**config.mk**
```make
export PLATFORM = sky130hd
export DESIGN_NAME = ivp_core
export DESIGN_NICKNAME = d
export VERILOG_FILES = /design/src/hw/ivp_pkg.sv /design/src/hw/ivp_core.sv /design/src/hw/ivp_edge_sync.sv
export SDC_FILE = /design/constraint.sdc
export NUM_CORES = 1
export LEC_CHECK = 0
export BUFFER_PORTS_ARGS = -buffer_cell sky130_fd_sc_hd__clkbuf_2
export CAP_MARGIN = 20
export CELL_PAD_IN_SITES_DETAIL_PLACEMENT = 0
export CELL_PAD_IN_SITES_GLOBAL_PLACEMENT = 2
export CORE_MARGIN = 2
export CORE_UTILIZATION = 33
export DETAILED_ROUTE_END_ITERATION = 10
export PLACE_DENSITY_LB_ADDON = 0.1
export SLEW_MARGIN = 40
export SYNTH_ARGS = -nofsm -noshare
export SYNTH_HDL_FRONTEND = slang
export SYNTH_SLANG_ARGS = --single-unit
```
**constraint.sdc**
```tcl
create_clock -name mclk -period 4 [get_ports mclk]
set_input_delay 0.2 -clock mclk [delete_from_list [all_inputs] [get_ports mclk]]
set_output_delay 0.2 -clock mclk [all_outputs]
set_load 0.005 [all_outputs]
```
**src/hw/ivp_pkg.sv**
```systemverilog
package ivp_pkg;

    // ------------------------------------------------------------
    // Source indices, highest priority first
    // ------------------------------------------------------------
    localparam int IVP_NSRC = 11;
    localparam int IVP_SRC_TRAP = 0;
    localparam int IVP_SRC_NMI = 1;
    localparam int IVP_SRC_LVL0 = 2;
    localparam int IVP_SRC_LVL1 = 3;
    localparam int IVP_SRC_LVL2 = 4;
    localparam int IVP_SRC_TMR0 = 5;
    localparam int IVP_SRC_TMR1 = 6;
    localparam int IVP_SRC_XFR0 = 7;
    localparam int IVP_SRC_XFR1 = 8;
    localparam int IVP_SRC_SER0 = 9;
    localparam int IVP_SRC_SER1 = 10;
    localparam int IVP_NVEC = 9;

    // ------------------------------------------------------------
    // Vector offsets within the vector page
    // ------------------------------------------------------------
    localparam logic [7:0] EXPANSION_ATTENTION_VECTOR = 8'h00;
    localparam logic [7:0] LEVEL2_VECTOR = 8'h02;
    localparam logic [7:0] TIMER0_VECTOR = 8'h04;
    localparam logic [7:0] TIMER1_VECTOR = 8'h06;
    localparam logic [7:0] TRANSFER_CH0_VECTOR = 8'h08;
    localparam logic [7:0] TRANSFER_CH1_VECTOR = 8'h0A;
    localparam logic [7:0] CLOCKED_SERIAL_VECTOR = 8'h0C;
    localparam logic [7:0] ASYNC_SERIAL0_VECTOR = 8'h0E;
    localparam logic [7:0] ASYNC_SERIAL1_VECTOR = 8'h10;
    localparam logic [7:0] IVP_ENTRY_BYTES = 8'h02;

    // ------------------------------------------------------------
    // Fixed jump targets
    // ------------------------------------------------------------
    localparam logic [15:0] POWER_FAIL_JUMP_SLOT = 16'h0066;
    localparam logic [15:0] IVP_TRAP_TARGET = 16'h0000;
    localparam logic [15:0] IVP_LVL0_TARGET = 16'h0038;

    // ------------------------------------------------------------
    // Delivery kinds and sequencer states
    // ------------------------------------------------------------
    localparam logic [1:0] IVP_KIND_NONE = 2'h0;
    localparam logic [1:0] IVP_KIND_JUMP = 2'h1;
    localparam logic [1:0] IVP_KIND_TABLE = 2'h2;

    typedef enum logic [3:0] {
        IVP_IDLE = 4'h1,
        IVP_FETCH_LO = 4'h2,
        IVP_FETCH_HI = 4'h4,
        IVP_DELIVER = 4'h8
    } ivp_state_t;

endpackage : ivp_pkg

```
**src/hw/ivp_core.sv**
```systemverilog
`timescale 1ns/1ns
`default_nettype none
// How it works
// RL1: Table address is page base plus offset
// RL2: Fixed offsets 0x00 through 0x10 per source
// RL3: Software may rewrite table entries at run
// RL4: Table sources fetch handler address, then continue
// RL5: Power-fail request edge detected, never masked
// RL6: Power-fail blocks others except trap; jump 0x66
// RL7: Jump sources branch straight to vector slot
// RL8: Fixed priority trap down to serial port 1; here the clocked serial port ranks last, below serial port 1
// RL9: Only winner serviced; others stay pending
// RL10: Entries are two bytes, low then high
module ivp_core
    import ivp_pkg::*;
(
    // Clock and reset
    input wire logic mclk,
    input wire logic rst_n,
    // Request sources
    input wire logic illegal_opcode_trap,
    input wire logic power_fail_input_n,
    input wire logic level0_req,
    input wire logic level1_req,
    input wire logic level2_req,
    input wire logic timer0_req,
    input wire logic timer1_req,
    input wire logic transfer_ch0_req,
    input wire logic transfer_ch1_req,
    input wire logic clocked_serial_req,
    input wire logic async_serial0_req,
    input wire logic async_serial1_req,
    // Core control
    input wire logic [7:0] vector_page_base,
    input wire logic int_enable,
    input wire logic [IVP_NSRC-1:0] src_enable,
    input wire logic power_fail_return,
    input wire logic core_ack,
    // Table read port
    output logic tbl_rd,
    output logic [15:0] tbl_addr,
    input wire logic [7:0] tbl_data,
    // Delivery to core
    output logic deliver,
    output logic [1:0] deliver_kind,
    output logic [15:0] deliver_target,
    output logic [3:0] deliver_src,
    output logic power_fail_active
);
    ivp_state_t state, next_state;
    logic pf_fall, pf_pend, next_pf_pend, pf_act, next_pf_act;
    logic [11:0] req;
    logic [11:0] grant;
    logic [3:0] win, next_win;
    logic [15:0] addr_q, next_addr;
    logic [7:0] lo_q, next_lo;
    logic next_rd, next_deliver;
    logic [1:0] next_kind;
    logic [15:0] next_target;
    logic [7:0] offs;

    // ------------------------------------------------------------
    // Power-fail edge detector
    // ------------------------------------------------------------
    ivp_edge_sync u_pf (
        .mclk(mclk),
        .rst_n(rst_n),
        .pin_n(power_fail_input_n),
        .fall(pf_fall)
    );

    // ------------------------------------------------------------
    // Request vector; slot 11 is the clocked serial port, lowest
    // ------------------------------------------------------------
    always_comb begin
        req = 12'h000;
        req[IVP_SRC_TRAP] = illegal_opcode_trap;
        req[IVP_SRC_NMI] = pf_pend; // No mask applies here [RL5]
        // Others held off while power-fail handler runs [RL6]
        if (int_enable && !pf_act) begin
            req[IVP_SRC_LVL0] = level0_req & src_enable[IVP_SRC_LVL0];
            req[IVP_SRC_LVL1] = level1_req & src_enable[IVP_SRC_LVL1];
            req[IVP_SRC_LVL2] = level2_req & src_enable[IVP_SRC_LVL2];
            req[IVP_SRC_TMR0] = timer0_req & src_enable[IVP_SRC_TMR0];
            req[IVP_SRC_TMR1] = timer1_req & src_enable[IVP_SRC_TMR1];
            req[IVP_SRC_XFR0] = transfer_ch0_req & src_enable[IVP_SRC_XFR0];
            req[IVP_SRC_XFR1] = transfer_ch1_req & src_enable[IVP_SRC_XFR1];
            req[IVP_SRC_SER0] = async_serial0_req & src_enable[IVP_SRC_SER0];
            req[IVP_SRC_SER1] = async_serial1_req & src_enable[IVP_SRC_SER1];
            req[11] = clocked_serial_req;
        end
    end

    // ------------------------------------------------------------
    // Fixed priority pick, lowest index wins
    // ------------------------------------------------------------
    genvar gi;
    generate
        for (gi = 0; gi < 12; gi++) begin : g_pri
            if (gi == 0) begin : g_top
                assign grant[gi] = req[gi]; // [RL8]
            end else begin : g_rest
                assign grant[gi] = req[gi] & ~|req[gi-1:0]; // [RL8] [RL9]
            end
        end
    endgenerate

    // Offset of a table source; two bytes per entry
    always_comb begin
        case (win)
            4'h3: offs = EXPANSION_ATTENTION_VECTOR; // [RL2]
            4'h4: offs = LEVEL2_VECTOR;
            4'h5: offs = TIMER0_VECTOR;
            4'h6: offs = TIMER1_VECTOR;
            4'h7: offs = TRANSFER_CH0_VECTOR;
            4'h8: offs = TRANSFER_CH1_VECTOR;
            4'h9: offs = ASYNC_SERIAL0_VECTOR;
            4'hA: offs = ASYNC_SERIAL1_VECTOR;
            4'hB: offs = CLOCKED_SERIAL_VECTOR;
            default: offs = EXPANSION_ATTENTION_VECTOR;
        endcase
    end

    // ------------------------------------------------------------
    // Sequencer: next values
    // ------------------------------------------------------------
    always_comb begin
        next_state = state;
        next_pf_pend = pf_pend | pf_fall; // Edge is latched until taken [RL5]
        next_pf_act = pf_act & ~power_fail_return;
        next_win = win;
        next_addr = addr_q;
        next_lo = lo_q;
        next_rd = 1'b0;
        next_deliver = deliver;
        next_kind = deliver_kind;
        next_target = deliver_target;
        case (state)
            IVP_IDLE: begin
                next_deliver = 1'b0;
                next_kind = IVP_KIND_NONE;
                if (grant[IVP_SRC_TRAP]) begin
                    next_win = 4'(IVP_SRC_TRAP);
                    next_kind = IVP_KIND_JUMP;
                    next_target = IVP_TRAP_TARGET;
                    next_state = IVP_DELIVER;
                end else if (grant[IVP_SRC_NMI]) begin
                    next_win = 4'(IVP_SRC_NMI);
                    next_pf_pend = pf_fall; // A new edge now stays pending
                    next_pf_act = 1'b1; // [RL6]
                    next_kind = IVP_KIND_JUMP; // [RL7]
                    next_target = POWER_FAIL_JUMP_SLOT; // [RL6]
                    next_state = IVP_DELIVER;
                end else if (grant[IVP_SRC_LVL0]) begin
                    next_win = 4'(IVP_SRC_LVL0);
                    next_kind = IVP_KIND_JUMP; // [RL7]
                    next_target = IVP_LVL0_TARGET;
                    next_state = IVP_DELIVER;
                end else if (|req) begin
                    for (int i = 3; i < 12; i++) begin
                        if (grant[i]) begin
                            next_win = 4'(i);
                        end
                    end
                    next_state = IVP_FETCH_LO;
                end
            end
            IVP_FETCH_LO: begin
                next_addr = {vector_page_base, offs}; // [RL1]
                next_rd = 1'b1; // [RL4]
                next_state = IVP_FETCH_HI;
            end
            IVP_FETCH_HI: begin
                next_lo = tbl_data; // Low byte first [RL10]
                next_addr = addr_q + 16'(1); // [RL10]
                next_rd = 1'b1;
                next_state = IVP_DELIVER;
            end
            IVP_DELIVER: begin
                if (!deliver) begin
                    next_deliver = 1'b1;
                    if (deliver_kind == IVP_KIND_NONE) begin
                        next_kind = IVP_KIND_TABLE;
                        next_target = {tbl_data, lo_q}; // Fetched handler [RL4]
                    end
                end else if (core_ack) begin
                    next_deliver = 1'b0;
                    next_kind = IVP_KIND_NONE;
                    next_state = IVP_IDLE;
                end
            end
            default: next_state = IVP_IDLE;
        endcase
    end

    // ------------------------------------------------------------
    // Sequencer: registers
    // ------------------------------------------------------------
    always_ff @(posedge mclk or negedge rst_n) begin
        if (!rst_n) begin
            state <= IVP_IDLE;
            pf_pend <= 1'b0;
            pf_act <= 1'b0;
            win <= 4'h0;
            addr_q <= 16'h0000;
            lo_q <= 8'h00;
            tbl_rd <= 1'b0;
            deliver <= 1'b0;
            deliver_kind <= IVP_KIND_NONE;
            deliver_target <= 16'h0000;
        end else begin
            state <= next_state;
            pf_pend <= next_pf_pend;
            pf_act <= next_pf_act;
            win <= next_win;
            addr_q <= next_addr;
            lo_q <= next_lo;
            tbl_rd <= next_rd;
            deliver <= next_deliver;
            deliver_kind <= next_kind;
            deliver_target <= next_target;
        end
    end

    // Outputs taken from flops
    assign tbl_addr = addr_q;
    assign deliver_src = win;
    assign power_fail_active = pf_act;
endmodule : ivp_core
`default_nettype wire

```
**src/hw/ivp_edge_sync.sv**
```systemverilog
`timescale 1ns/1ns
`default_nettype none
// Three-stage synchroniser; a change counts once stages two and three agree
module ivp_edge_sync (
    // Clock and reset
    input wire logic mclk,
    input wire logic rst_n,
    // Pin side
    input wire logic pin_n,
    // Clean side
    output logic fall
);
    logic s1, s2, s3, level, next_level, next_fall;

    // ------------------------------------------------------------
    // Filter
    // ------------------------------------------------------------
    always_comb begin
        next_level = level;
        next_fall = 1'b0;
        if (s2 == s3) begin
            next_level = s3;
            next_fall = level & ~s3; // Falling edge only, a held low gives one event
        end
    end

    always_ff @(posedge mclk or negedge rst_n) begin
        if (!rst_n) begin
            s1 <= 1'b1;
            s2 <= 1'b1;
            s3 <= 1'b1;
            level <= 1'b1;
            fall <= 1'b0;
        end else begin
            s1 <= pin_n;
            s2 <= s1;
            s3 <= s2;
            level <= next_level;
            fall <= next_fall;
        end
    end
endmodule : ivp_edge_sync
`default_nettype wire

```
## Word level (Yosys, flattened, before mapping)

Memory sizes are Yosys's and may differ from the RTL's.
Cells that the tools add are included.

- Bits of input ports: 44
- Bits in registers: 59
- Word-level logic and storage cells: 135
- Memories: 1
- Memory bits (read-only): 64

Memory list:

| memory | depth | width | rd ports | clocked after memory_dff | wr ports | line | text |
|---|---|---|---|---|---|---|---|
| (name not given) | 16 | 4 | 1 | 0 | 0 | ivp_core.sv:110 | `case (win)` |

- Reductions and logical operators: 34
- Mux-type cells: 46
- Add/subtract/negate cells: 1
- Bitwise logic cells: 25
- Equality and inequality tests: 13

Operator list:

| cell | number |
|---|---|
| two-way mux 16 bit | 5 |
| two-way mux 4 bit | 19 |
| one-hot mux 16 bit (2 select lines) | 2 |
| AND 1 bit | 22 |
| adder 16 x 1 -> 16 bit, second input constant | 1 |
| one-hot mux 4 bit (4 select lines) | 1 |
| two-way mux 1 bit | 13 |
| logical NOT 1 bit | 12 |
| nonzero test 12 bit | 1 |
| OR reduction 12 bit | 1 |
| OR reduction 11 bit | 1 |
| two-way mux 10 bit | 1 |
| OR reduction 10 bit | 1 |
| AND reduction 3 bit | 3 |
| OR reduction 9 bit | 1 |
| inequality test 2 bit, second input constant | 4 |
| OR reduction 8 bit | 1 |
| OR reduction 7 bit | 1 |
| two-way mux 2 bit | 3 |
| inequality test 3 bit, second input constant | 2 |
| OR reduction 6 bit | 1 |
| inequality test 5 bit, second input constant | 1 |
| OR reduction 5 bit | 1 |
| equality test 4 x 1 -> 1 bit, second input constant | 1 |
| other kinds (17) | 20 |

## Logic depth before layout (Yosys ltp)

- Word-level depth: 19
- Mapped depth: 7
- Mapped depth without buffers: 7

## Modules after synthesis

A second synthesis with hierarchy kept.

- Cells, all modules: 286
- Area total of the unflattened synthesis: 2802.7 um^2

By module, submodules not included:

| module | instances | cells an instance | area an instance (um^2) |
|---|---|---|---|
| ivp_core | 1 | 279 | 2653.8 |
| ivp_edge_sync | 1 | 7 | 148.9 |

## Worst setup path after synthesis

OpenSTA, ideal clock, no wires.

- Kind: flip-flop to flip-flop
- Start: reg state[3]
- End: reg addr_q[9], in the netlist tbl_addr[9]
- Required time: 3904 ps
- Setup time: 96 ps
- Stages on the path, launching flop included: 8
- Buffers on the path: 2
- Slack: 2061 ps
- Period minus slack after synthesis: 1939 ps
- Arrival time: 1843 ps
- Cells stage by stage: dfrtp_1 -> or4b_1 -> buf_2 -> or3_1 -> buf_6 -> clkinv_4 -> a211oi_2 -> a311oi_2

- Cells in the longest elaborated chain, start to end: 2

RTL lines:

| item | line | text |
|---|---|---|
| start: declaration | ivp_core.sv:50 | `ivp_state_t state, next_state;` |
| start signal: assignment | ivp_core.sv:212 | `state <= next_state;` |
| equality test 4 x 3 -> 1 bit / equality test 4 x 2 -> 1 bit (equally long branches) | ivp_core.sv:138 | `case (state)` |
| one-hot mux 16 bit (2 select lines) / nonzero test 2 bit (equally long branches) | - |  |
| end signal: assignment | ivp_core.sv:216 | `addr_q <= next_addr;` |
| end: declaration | ivp_core.sv:55 | `logic [15:0] addr_q, next_addr;` |

Parallel ways exist; a longest one is shown, timed or not.
A chain may end at the register's enable or synchronous reset.

## Worst setup path in the final report

- Start: reg state[3]
- End: reg addr_q[15], in the netlist tbl_addr[15]

The elaborated chain is that of the path after synthesis.

==> reports/metrics.csv <==
metric;value;unit
outcome;finished, final reports clean;
cts_setup_buffers;0;
rrSetupSlack;1.38;ns
fin_crit_sh;65.6;%
hold_viol;0;
hold_buffers;2;
vias_per_cell;4.96;
grt_util_all_layers;16.1;%
worst_pin_slew;0.781;ns
wl_per_cell;14.9;um
synthesis.nets;325;
maxCapViolCount;0;
synth_ff_type;dfrtp_1;
area_delta_synth_final;27.2;%
seqCellArea;1480;um^2
synth_cell_types;52;
tritoncts;yes;
hold_slack;0.0598;ns
max_stage_delay;0.55;ns
htreeDepth;3;
drcViolationCount;0;
fin_util;43.2;%
cpMostUsedCell;nor2_1;
grt_pass1_wl;11200;um
fmax;0.381;GHz
start_util;34.0;%
synthTopCellsByArea;dfrtp_1, nand2_1, dfstp_2;
syn_inst;278;
p_leak;1.70;nW
ant_nets;0;
overflow;0;
r2r.worst_path.cells;7;
critPathArrivalTime;2.86;ns
first_iter_violations;81;
cts_buffers;9;
layout_min_cycle_time;2.62;ns
fp-row-count;33;
antenna_found_initial;0;
cts_resized;0;
crit_type;flip-flop to flip-flop;
min_from;power_fail_return;
endpoint_kind;flip-flop;
routabilityCongestion;0.733;
vias;2361;
fillers;846;
fin_skew;0.00876;ns
crit_fanout;15;
r2r-start;state[3];
chipHeight;95.7;um
dpl-instance-area;3300;um^2
setup.worst_path.end;tbl_addr[15];
fp.dieW;95.7;um
cts_root_buffer;clkbuf_8;
synthArstFlopShare;100;%
hpwlAfterDp;5080;um
grt_max_degree;36;
yosysMostFrequentCell;dfrtp_1;
die-area;9170;um^2
path_cells;nor2_1 > nand3b_1 > inv_1 > nor2_1 > nor4_1 > a311oi_1 > nor3_1;
core_area;8180;um^2
clock_sinks;59;
hp-class;input port to flip-flop;
start_kind;flip-flop;
synth_top_area_cell;dfrtp_1;
regToRegEndpoint;tbl_addr[15];
drtPass1Iterations;4;
diodes;0;
synth_edf_count;0;
relSlewSlack;47.8;%
grt_pass1_vias;2254;
cts_buffer_depth;2;
yosysTopAreaCellShare;48.6;%
final_max_slew_viol_count;0;
rsz0062_at_grt;false;
syn_area_per_cell;9.99;um^2
cts.clk_slew.worst_paths;0.07;ns
setup_viol;0;
ys_top_cells_by_count;dfrtp_1, nand2_1, nor2_1, a21oi_1, nand3_1;
yosysWarnings;0;
cp.required;4.24;ns
finalSetupTns;0;ns
nNetsFinal;413;
drive_above_1_share;30.7;%
ys_seq_area_share;53.4;%
max-vdd-ir-drop;0.306;mV
io_buffer_count;82;
cpMaxStageDelayCell;inv_1;
cp-startpoint;state[3];
io_pins;85;
multi_input_area;1220;um^2
syn_area;2780;um^2
powerDensity;701;nW/um^2
clk_latency;0.33;ns
hold_depth;2;
wirelength;7100;um
postLayoutCellArea;3530;um^2
synth_seq_cells;59;
==> per-layer routing <==
metal  routed length (um)  track usage [%]  vias to the layer above
met2                 3080             23.7                       67
met1                 3480             22.4                     1095
met3                  476             5.87                        7
met4                   55             4.17                        0
met5                    0                0                        -
li1                     -                -                     1192
==> final cells by class <==
class	instances	area share [%]
Multi-Input combinational cell	200	34.5
Clock buffer	11	3.72
Clock inverter	5	2.23
Tap cell	105	3.72
Sequential cell	59	42.0
Inverter	10	1.20
Timing Repair Buffer	86	12.7
==> per-stage QoR <==
stage | setup slack [ns] | std cells | power (mW)
5_1_grt | 1.03 | 476 | 2.68
6_report | 1.38 | 476 | 2.48
4_1_cts | 1.32 | 476 | 2.53
3_5_place_dp | 1.36 | 458 | 1.92
3_3_place_gp | 1.37 | 458 | 1.90
2_1_floorplan | 2.06 | 278 | 1.54
==> cell usage in the layout (no fill, tap or decap), types with 3 or more instances in the layout <==
cell and n:
a21o_1 3, a21oi_1 14, a22o_1 11, a22oi_1 3, a311oi_1 3, clkbuf_2 81, clkbuf_8 9, dfrtp_1 54
dfstp_2 5, ha_1 3, inv_1 9, mux2_2 4, mux2i_1 4, nand2_1 51, nand2b_1 6, nand3_1 13
nor2_1 17, nor3_1 12, o211ai_1 3, o21ai_0 10, o31ai_1 3
==> state kept, by name (all words and copies together), names as in the netlist, 2 cells and up <==
name	cells
deliver_target	16
tbl_addr	16
lo_q	8
deliver_src	4
state	4
deliver_kind	2
==> cells by family (layout without fill, tap and decap cells) <==
kind of cell,count (synthesis),count (layout),share of synthesized area [%]
compound gates,66,66,17.3
fa+ha+maj,4,4,1.71
buf+inv,19,112,3.11
flops,59,59,53.4
mux,8,8,3.06
simple gates,122,122,21.4
==> report_power, final <==
group / switching, mW / internal, mW / leakage (nW)
logic: 0.437 / 0.402 / 0.870
registers: 0.219 / 0.835 / 0.725
clock network: 0.234 / 0.350 / 0.107
total: 0.890 / 1.59 / 1.70
==> how the worst min path moves through the flow <==
stage	slack (ns)	to
final	0.06	power_fail_active
after floorplan	-0.1	deliver
after global placement	0.29	u_pf.s1
after detailed placement	0.24	deliver_src[2]
after global routing	0.04	power_fail_active
after CTS	0.05	power_fail_active
==> critical path, delay by kind of cell, from the launching register on <==
kind / cells / cell delay [ns]
and+or+nand+nor: 5 / 1.38
buffers and inverters: 1 / 0.55
DFF: 1 / 0.44
AOI/OAI and AO/OA: 1 / 0.16
Power figures use the tool's default switching activity.
